$ cat src/logic/acs_pkg.sv
// Purpose: Constants and types for the converter conversion sequencer
// Assumes: One 25 MHz system clock, synchronous active-high reset
// Notes: Counts and the external and floating source codes live here
package acs_pkg;
	// ----------------------------------------
	// Conversion timing in converter clocks
	// ----------------------------------------
	localparam logic [4:0] ACS_SAMPLE_CLKS = 5'h04;
	localparam logic [4:0] ACS_CONVERT_CLKS = 5'h0c;
	localparam logic [4:0] ACS_TOTAL_CLKS = ACS_SAMPLE_CLKS + ACS_CONVERT_CLKS;
	// ----------------------------------------
	// Result and divider
	// ----------------------------------------
	localparam int ACS_RES_BITS = 12;
	localparam logic [11:0] ACS_FULL_SCALE = 12'hfff;
	localparam logic [6:0] ACS_DIV_RESET = 7'h00;
	localparam logic [3:0] ACS_SRC_EXTERNAL = 4'h0;
	localparam logic [3:0] ACS_SRC_FLOAT = 4'h4;
	localparam logic [7:0] ACS_BYTE_RESET = 8'h00;
	localparam logic [3:0] ACS_CHAN_COUNT = 4'h8;

	typedef enum logic [1:0] {
		ACS_IDLE = 2'b00,
		ACS_SAMPLE = 2'b01,
		ACS_CONVERT = 2'b10
	} acs_state_type;
endpackage

$ cat src/logic/acs_sequencer.sv
// Purpose: Sequencing of a 12-bit successive approximation converter
// Assumes: Analog core returns one comparator bit per converter clock
// Notes: Control bits arrive as plain ports, no register bus
//
// Functional notes
// 4 sample clocks then 12 convert clocks
// Low-high-low start pulse launches a conversion
// Busy high during conversion, low after
// Result bytes valid once busy falls
// Internal source codes route internal analog signal
// Internal source disconnects every external channel
// External source connects channel selected by field
// Result byte layout follows format select bit
// Reference select field chooses reference source
// Interrupt needs global and conversion enables
// Power enable clear switches converter off
// Result is 12-bit unsigned, fff full scale
// Code step equals reference over 4096
// Software sets up in documented order
// Software may poll busy instead of interrupt
// Software configures shared pin as analog
// Completion sets the interrupt request flag
// Converter clock divided by 3-bit select field
// Result held; no run while powered down
// Phase counter on converter clock clears busy
`timescale 1ns/100ps
module acs_sequencer
	import acs_pkg::*;
(
	input wire logic i_mclk, // System clock
	input wire logic i_reset, // Sync reset, active high
	input wire logic i_converter_power_enable, // Converter power on
	input wire logic i_start, // Start control bit
	input wire logic [2:0] i_converter_clock_divider_select, // Divide ratio 2^n
	input wire logic [3:0] i_input_source_select, // Input source field
	input wire logic [3:0] i_external_channel_select, // External channel field
	input wire logic i_result_format_select, // 0 left, 1 right aligned
	input wire logic [1:0] i_reference_select, // Reference source field
	input wire logic i_global_interrupt_enable, // Global interrupt enable
	input wire logic i_conversion_interrupt_enable, // Conversion interrupt enable
	input wire logic i_flag_clear, // Software clears request flag
	input wire logic i_comparator, // Comparator: input at or above trial
	output logic o_conversion_busy_flag, // Conversion in progress
	output logic [7:0] o_result_high_byte, // Result high byte
	output logic [7:0] o_result_low_byte, // Result low byte
	output logic o_conversion_interrupt_request_flag, // Sticky completion flag
	output logic o_interrupt, // Interrupt to core
	output logic o_analog_power, // Analog circuitry power
	output logic o_sample_enable, // Sampling switch closed
	output logic [11:0] o_trial_code, // DAC trial code, step vref/4096
	output logic [7:0] o_channel_connect, // One-hot external channel switch
	output logic [3:0] o_internal_select, // Internal signal mux code
	output logic [1:0] o_reference_route // Reference mux code
);
	// ----------------------------------------
	// Registers
	// ----------------------------------------
	acs_state_type state_r, state_nxt;
	logic [6:0] div_r, div_nxt;
	logic [4:0] cnt_r, cnt_nxt;
	logic [11:0] sar_r, sar_nxt;
	logic [3:0] bit_r, bit_nxt;
	logic start_d_r, start_d_nxt, armed_r, armed_nxt;
	logic busy_r, busy_nxt, flag_r, flag_nxt, irq_r, irq_nxt;
	logic [7:0] hi_r, hi_nxt, lo_r, lo_nxt, conn_r, conn_nxt;
	logic [3:0] isel_r, isel_nxt;
	logic [1:0] ref_r, ref_nxt;
	logic pwr_r, pwr_nxt, smp_r, smp_nxt;
	logic tick, start_pulse, done;

	// Divider terminal count for a 2^n ratio
	function automatic logic [6:0] div_limit(input logic [2:0] sel);
		div_limit = 7'((8'h01 << sel) - 8'h01);
	endfunction

	// Source code routes an internal signal (not external, not floating, top bits not 11)
	function automatic logic is_internal(input logic [3:0] src);
		is_internal = (src != ACS_SRC_EXTERNAL) && (src != ACS_SRC_FLOAT) && (src[3:2] != 2'b11);
	endfunction

	// ----------------------------------------
	// Next-state logic
	// ----------------------------------------
	always_comb begin
		state_nxt = state_r;
		cnt_nxt = cnt_r;
		sar_nxt = sar_r;
		bit_nxt = bit_r;
		busy_nxt = busy_r;
		hi_nxt = hi_r;
		lo_nxt = lo_r;
		done = 1'b0;
		// Divider runs only while powered, restarts with each conversion
		tick = (div_r >= div_limit(i_converter_clock_divider_select));
		div_nxt = (tick || !i_converter_power_enable) ? ACS_DIV_RESET : 7'(div_r + 7'h01);
		start_d_nxt = i_start;
		// Rising edge arms, falling edge launches: low-high-low pulse
		start_pulse = armed_r && start_d_r && !i_start;
		armed_nxt = (armed_r || (!start_d_r && i_start)) && !start_pulse;
		unique case (state_r)
			ACS_IDLE: begin
				if (start_pulse && i_converter_power_enable) begin
					state_nxt = ACS_SAMPLE;
					cnt_nxt = 5'h00;
					busy_nxt = 1'b1;
					div_nxt = ACS_DIV_RESET;
				end
			end
			ACS_SAMPLE: begin
				if (tick) begin
					cnt_nxt = 5'(cnt_r + 5'h01);
					if (cnt_r == ACS_SAMPLE_CLKS - 5'h01) begin
						state_nxt = ACS_CONVERT;
						sar_nxt = 12'h800;
						bit_nxt = 4'hb;
					end
				end
			end
			ACS_CONVERT: begin
				if (tick) begin
					cnt_nxt = 5'(cnt_r + 5'h01);
					// Binary search: keep bit if input at or above trial, try next
					sar_nxt[bit_r] = i_comparator;
					if (bit_r != 4'h0) begin
						sar_nxt[bit_r - 4'h1] = 1'b1;
						bit_nxt = bit_r - 4'h1;
					end
					if (cnt_r == ACS_TOTAL_CLKS - 5'h01) begin
						done = 1'b1;
						state_nxt = ACS_IDLE;
						busy_nxt = 1'b0;
						// Result updated only here, so held between conversions
						if (i_result_format_select) begin
							hi_nxt = {4'h0, sar_nxt[11:8]};
							lo_nxt = sar_nxt[7:0];
						end else begin
							hi_nxt = sar_nxt[11:4];
							lo_nxt = {sar_nxt[3:0], 4'h0};
						end
					end
				end
			end
			default: begin
				state_nxt = ACS_IDLE;
				busy_nxt = 1'b0;
			end
		endcase
		// Power loss aborts a running conversion, result kept
		if (!i_converter_power_enable) begin
			state_nxt = ACS_IDLE;
			busy_nxt = 1'b0;
		end
		// Set wins over clear
		flag_nxt = done || (flag_r && !i_flag_clear);
		irq_nxt = flag_nxt && i_global_interrupt_enable && i_conversion_interrupt_enable;
		// Analog routing
		pwr_nxt = i_converter_power_enable;
		smp_nxt = (state_nxt == ACS_SAMPLE);
		isel_nxt = is_internal(i_input_source_select) ? i_input_source_select : 4'h0;
		conn_nxt = 8'h00;
		if (i_input_source_select == ACS_SRC_EXTERNAL && i_external_channel_select < ACS_CHAN_COUNT)
			conn_nxt = 8'h01 << i_external_channel_select[2:0];
		ref_nxt = i_reference_select;
	end

	// ----------------------------------------
	// State registers
	// ----------------------------------------
	always_ff @(posedge i_mclk) begin
		if (i_reset) begin
			state_r <= ACS_IDLE;
			div_r <= ACS_DIV_RESET;
			cnt_r <= 5'h00;
			sar_r <= 12'h000;
			bit_r <= 4'h0;
			start_d_r <= 1'b0;
			armed_r <= 1'b0;
			busy_r <= 1'b0;
			flag_r <= 1'b0;
			irq_r <= 1'b0;
			hi_r <= ACS_BYTE_RESET;
			lo_r <= ACS_BYTE_RESET;
			conn_r <= 8'h00;
			isel_r <= 4'h0;
			ref_r <= 2'h0;
			pwr_r <= 1'b0;
			smp_r <= 1'b0;
		end else begin
			state_r <= state_nxt;
			div_r <= div_nxt;
			cnt_r <= cnt_nxt;
			sar_r <= sar_nxt;
			bit_r <= bit_nxt;
			start_d_r <= start_d_nxt;
			armed_r <= armed_nxt;
			busy_r <= busy_nxt;
			flag_r <= flag_nxt;
			irq_r <= irq_nxt;
			hi_r <= hi_nxt;
			lo_r <= lo_nxt;
			conn_r <= conn_nxt;
			isel_r <= isel_nxt;
			ref_r <= ref_nxt;
			pwr_r <= pwr_nxt;
			smp_r <= smp_nxt;
		end
	end

	// Outputs straight from flops
	assign o_conversion_busy_flag = busy_r;
	assign o_result_high_byte = hi_r;
	assign o_result_low_byte = lo_r;
	assign o_conversion_interrupt_request_flag = flag_r;
	assign o_interrupt = irq_r;
	assign o_analog_power = pwr_r;
	assign o_sample_enable = smp_r;
	assign o_trial_code = sar_r;
	assign o_channel_connect = conn_r;
	assign o_internal_select = isel_r;
	assign o_reference_route = ref_r;
endmodule

$ cat config.mk
export PLATFORM = sky130hd
export DESIGN_NAME = acs_sequencer
export DESIGN_NICKNAME = d
export VERILOG_FILES = /design/src/logic/acs_pkg.sv /design/src/logic/acs_sequencer.sv
export SDC_FILE = /design/constraint.sdc
export NUM_CORES = 1
export LEC_CHECK = 0
export ABC_AREA = 1
export BUFFER_PORTS_ARGS = -buffer_cell sky130_fd_sc_hd__buf_2
export CORE_ASPECT_RATIO = 1.2
export CORE_MARGIN = 1.5
export CORE_UTILIZATION = 46
export DETAILED_ROUTE_END_ITERATION = 10
export GPL_ROUTABILITY_DRIVEN = 1
export PLACE_DENSITY_LB_ADDON = 0.3
export RECOVER_POWER = 50
export SYNTH_ARGS = -nofsm -noshare
export SYNTH_HDL_FRONTEND = slang
export SYNTH_SLANG_ARGS = --single-unit
$ cat constraint.sdc
create_clock -name i_mclk -period 2.15 [get_ports i_mclk]
set_input_delay 0.3225 -clock i_mclk [delete_from_list [all_inputs] [get_ports i_mclk]]
set_output_delay 0.3225 -clock i_mclk [all_outputs]
set_load 0.01 [all_outputs]
---- After elaboration in Yosys (flattened, before gate mapping) ----
Cells that the tools add are included.
word-level totals
  logic and storage cells ................. 121
  bits of input ports ..................... 22
  bits in registers ....................... 67
  output and inout port bits .............. 47
operators by class
  reduce and logical (&&, ||, !) cells .... 36
  bitwise gates (word level) .............. 5
  $add $sub $neg .......................... 4
  mux-type cells .......................... 37
  equal/unequal tests ..................... 14
  $lt $le $gt $ge ......................... 6
  shift-type cells ........................ 2
operator list
  kind                   number
  $mux W12               4
  $pmux W12 S2           1
  $mux W7                3
  $mux W4                4
  $mux W8                2
  $ne A2 B2 Y1 const B   7
  $logic_and A1 B1 Y1    13
  $bwmux W12             1
  $mux W2                6
  $or A12 B12 Y12        1
  $lt A4 B5 Y1 const B   2
  $mux W5                2
  $pmux W5 S2            1
  $demux W1 S4           2
  $ge A4 B1 Y1 const B   2
  $mux W1                8
  $pmux W4 S2            1
  $reduce_and A4 Y1      2
  $reduce_bool A4 Y1     2
  $reduce_or A2 Y1       4
  $shl A1 B3 Y8 const A  1
  $add A7 B1 Y7 const B  1
  $ge A7 B7 Y1           1
  $shl A1 B3 Y7 const A  1
  other kinds (20)       32

---- Logic depth before layout (Yosys ltp) ----
  word-level depth ........................ 9
  mapped depth ............................ 18
  gate-level depth less buffers ........... 17

---- Worst setup path after synthesis ----
Ideal clock, no wire load.
  path type ............................... input to register
  from .................................... input i_converter_clock_divider_select[2]
  to ...................................... register sar_r[0], in the netlist o_trial_code[0]
  setup slack ............................. -153 ps
  library setup time ...................... 70 ps
  data required time ...................... 2,080 ps
  stages on the path ...................... 16
  arrival time ............................ 2,233 ps
  path buffers ............................ 2
  cells stage by stage .................... inv_1 > nand3_1 > ha_1 > o21ai_0 > o21ai_0 > o211ai_1 > ha_1 > nand2_1 > inv_1 > a21oi_2 > nand2_1 > buf_4 > nand2_4 > buf_4 > nand2_1 > a21oi_1
on the way
  cells in the longest elaborated chain, start to end .. 5
  elaborated cells between the ends (all ways) .. 6
  those cells by class .................... add/sub (1); order compare (1); eq/ne (2); shift (1); reduce/logical (1)
RTL lines
  element                               RTL line              RTL
  from (decl)                           acs_sequencer.sv:34   input wire logic [2:0] i_converter_clock_divider_select,
  $shl A1 B3 Y7 *                       acs_sequencer.sv:73   div_limit = 7'((8'h01 << sel) - 8'h01);
  $sub A7 B1 Y7 *                       acs_sequencer.sv:73
  $ge A7 B7 Y1 *                        acs_sequencer.sv:94   tick = (div_r >= div_limit(i_converter_clock_divider_select));
  $ne A2 B2 Y1 (no source line)         --
  $reduce_and A4 Y1 (no source line) *  --
  to (signal assigned)                  acs_sequencer.sv:192  sar_r <= sar_nxt;
  to (decl)                             acs_sequencer.sv:61   logic [11:0] sar_r, sar_nxt;
Mark *: on every way between the ends. The rest lies on a longest branch, timed or not.
A chain may end at the register's enable or synchronous reset.

---- Worst setup path in the final report ----
  from .................................... input i_converter_clock_divider_select[1]
  to ...................................... register sar_r[2], in the netlist o_trial_code[2]
Same word-level chain as after synthesis.

==> results.json <==
{
  "ys_seq_area_share_pct": 38.41,
  "clk_pin_slew_worst_paths_ns": 0.08,
  "cts.htree.levels": 3,
  "seqPwrFrac_pct": 50.6,
  "start_kind": "primary input",
  "cp_top_family": "simple AND/OR/NAND/NOR gates",
  "vias": 3478,
  "period_share_pct": 96.02,
  "start_util_pct": 47.73,
  "grt_pass1_vias": 3257,
  "combinationalPowerShare_pct": 6.2,
  "reg2regPathDepth": 13,
  "fin_nets": 650,
  "worstSetupStartpoint": "i_converter_clock_divider_select[1]",
  "layout-drive-gt1-share_pct": 18.24,
  "stdcell_area_um2": 4313,
  "required_ns": 2.43,
  "synth.net_count": 562,
  "routedWlPerCell_um": 12.03,
  "cts.sinks": 67,
  "slowest_delay_ns": 0.27,
  "cts_buffer_depth": 2,
  "dp_hpwl_mm": 6.358,
  "slew_headroom_pct": 65.12,
  "cp.depth": 17,
  "crit_type": "in2reg",
  "die_w_um": 82.54,
  "setup_violations": 0,
  "grt_max_degree": 26,
  "cpMostUsedCell": "nand2_2",
  "async_reset_ff_share_pct": 0,
  "crit_arrival_ns": 2.35,
  "cts_setup_buffers": 0,
  "n_antenna_cell": 0,
  "rsz0062_at_grt": "yes",
  "numCtsBuffers": 9,
  "min_period_ns": 2.064,
  "grt_overflow_total": 0,
  "synth.most_common_cell": "nand2_1",
  "synthCells": 521,
  "crit_path_end_kind": "register",
  "cap_violations": 0,
  "ir_drop_uv": 453.0,
  "dpl_cell_area_um2": 4058,
  "io_buffers": 68,
  "power_leakage_nw": 1.915,
  "fin_worst_skew_ns": 0.01274,
  "yosysUniqueCellTypes": 31,
  "grt_pass1_wl_mm": 14.05,
  "cts_tree": "built",
  "switching_power_uw": 631.1,
  "yosysTopAreaCellShare_pct": 38.41,
  "crit_fanout": 8,
  "rows": 34,
  "drc": 0,
  "power_density_nw_per_um2": 576.1,
  "final_util_pct": 58.94,
  "ys.flop_type": "dfxtp_1",
  "p_sw_share_pct": 25.40,
  "die_h_um": 98.45,
  "antenna_found_initial": 0,
  "slew_viol_final": 0,
  "worstSetupEndpoint": "o_trial_code[2]",
  "synth_edf_count": 0,
  "slowest_stage": "ha_1",
  "ys_warn_count": 0,
  "synthTopCellsByArea": "dfxtp_1, nand2_1, inv_1",
  "cts_root_buf": "clkbuf_8",
  "io_pins": 69,
  "internal_power_mw": 1.854,
  "postSynthAreaPerCell_um2": 6.703,
  "stdcell_count": 704,
  "synthToLayoutAreaGrowth_pct": 23.50,
  "setup_tns_ns": 0,
  "synth_top_area_cell": "dfxtp_1",
  "min_path_type": "in2reg",
  "antenna_left": 0,
  "core_um2": 7317,
  "tightest_slew_ns": 0.5197,
  "clock_latency_ns": 0.35,
  "outcome": "finished clean",
  "ff2ff_setup_slack_ns": 0.31,
  "globalplace.congestion": 0.9089,
  "syn_area_um2": 3492,
  "first_pass_iters": 4,
  "clkPwrFrac_pct": 43.1,
  "ys_ff_latch": 67,
  "grt_use_total_pct": 21.97,
  "synth_top_cells_by_count": "nand2_1, dfxtp_1, inv_1",
  "fmax_mhz": 484.4,
  "final_hold_viol_count": 0,
  "path_buf_inv": 4,
  "drtIter0Drc": 210,
  "die_area_um2": 8125,
  "path_cells": "buf_2 > nor2_4 > nand2_2 > ha_4 > o21ai_2 > o21ai_1 > o211ai_1 > ha_1 > nand2_2 > inv_1 > a21oi_2 > nand2_2 > buf_4 > nand2_8 > buf_6 > nand2_1 > a21oi_1",
  "min_path_cells": 3,
  "wl_mm": 8.472,
  "fillCellCount": 718,
  "routed_via_density": 4.940,
  "hold_start": "i_reference_select[0]",
  "dp.cells": 687,
  "reg2reg_from": "div_r[0]",
  "r2r-end": "o_trial_code[0]"
}
cell type report:
type                            instances  area, um2  share of cell area, %
Timing Repair Buffer                   87      464.2                  10.76
Inverter                               71      266.5                  6.179
Clock buffer                            9      123.9                  2.872
Tap cell                               90      112.6                  2.611
Sequential cell                        67       1341                  31.10
Clock inverter                          7      77.57                  1.799
Multi-Input combinational cell        373       1927                  44.68
power groups by stage:
| stage | Clock (mW) | Sequential [mW] | Combinational, mW |
|---|---|---|---|
| detailed placement | 0 | 1.29 | 0.149 |
| floorplan | 0 | 1.29 | 0.0808 |
| CTS | 1.09 | 1.26 | 0.150 |
| finish | 1.07 | 1.26 | 0.155 |
| global placement | 0 | 1.29 | 0.145 |
| global route | 1.15 | 1.26 | 0.175 |
worst reg2reg max path, cell delays in order (launching register included):
cell and delay [ns]:
dfxtp_1 0.41, inv_1 0.07, ha_1 0.27, inv_1 0.03, nand2_1 0.04, nand2_1 0.05
nand2_1 0.05, nand2_1 0.08, nand2_2 0.14, buf_4 0.16, nand2_8 0.07, nor2_4 0.20
nand2_1 0.09, a21oi_2 0.11
registers in the layout, indices dropped and copies added, names as in the netlist:
| register | flops |
|---|---|
| armed_r | 1 |
| bit_r | 4 |
| cnt_r | 5 |
| div_r | 7 |
| o_analog_power | 1 |
| o_channel_connect | 8 |
| o_conversion_busy_flag | 1 |
| o_conversion_interrupt_request_flag | 1 |
| o_internal_select | 4 |
| o_interrupt | 1 |
| o_reference_route | 2 |
| o_result_high_byte | 8 |
| o_result_low_byte | 8 |
| o_sample_enable | 1 |
| o_trial_code | 12 |
| start_d_r | 1 |
| state_r | 2 |
layer usage:
layer / routed length (um) / share of wire [%] / track usage (%) / vias to the layer above
li1: - / - / - / 1832
met1: 3720 / 44 / 27.94 / 1537
met5: 0 / 0 / 0 / -
met4: 106 / 1.3 / 7.564 / 0
met3: 553 / 6.5 / 6.852 / 9
met2: 4091 / 48 / 34.83 / 100
cells by family after synthesis:
group                      Yosys count  share of synthesized area [%]
adders and majority gates           19                          6.808
AOI/OAI and AO/OA                   70                          10.53
and+or+nand+nor                    279                          34.00
xor gates and xnor gates             4                          1.003
buffers and inverters               82                          9.244
DFF                                 67                          38.41
worst min-delay path by stage:
stage                                end  slack, ns
floorplan           o_channel_connect[0]       0.40
finish              o_reference_route[0]       0.17
global placement                cnt_r[4]       0.45
CTS                 o_reference_route[0]       0.16
global route        o_reference_route[1]       0.16
detailed placement  o_result_low_byte[0]       0.46
what timing repair did:
item                       CTS  global route
pin swaps                    3             5
cloned                       0             1
setup endpoints to repair   17            45
hold endpoints to repair     0             0
gates resized for setup      3            21
hold buffers                 0             0
through the flow:
stage	hold slack, ns	power, mW	setup WS [ns]
final	0.1733	2.485	0.08554
after global routing	0.1603	2.588	-0.05692
after CTS	0.1632	2.498	0.007591
after detailed placement	0.4614	1.437	-0.4087
after global placement	0.4491	1.432	-0.2959
after floorplan	0.3993	1.372	0.0001938
placed cells by master, fill, tap and decap left out, types with 2 or more instances in the layout:
cell      synthesis  final
inv_1            66     64
clkbuf_1          5     31
nand3_2           0      2
nor2_4            2      4
nor2_1           62     59
xnor2_1           2      2
ha_1             19     18
o21ai_0          21     18
clkinv_4          0      3
nor2_2            2      4
a21oi_1          35     31
nor4_1            4      4
dfxtp_1          67     67
o21ai_1           8     10
nand4_1           4      4
buf_4             3     16
nand2_2           8     15
xor2_1            2      2
inv_2             4      6
a21oi_2           1      5
buf_6             0      2
nand2_1         145    137
clkbuf_8          0      9
nand3b_1          3      3
nand3_1          36     34
nor3_1           11     11
buf_2             3     37
No activity file was read; power rests on OpenSTA's default activity.
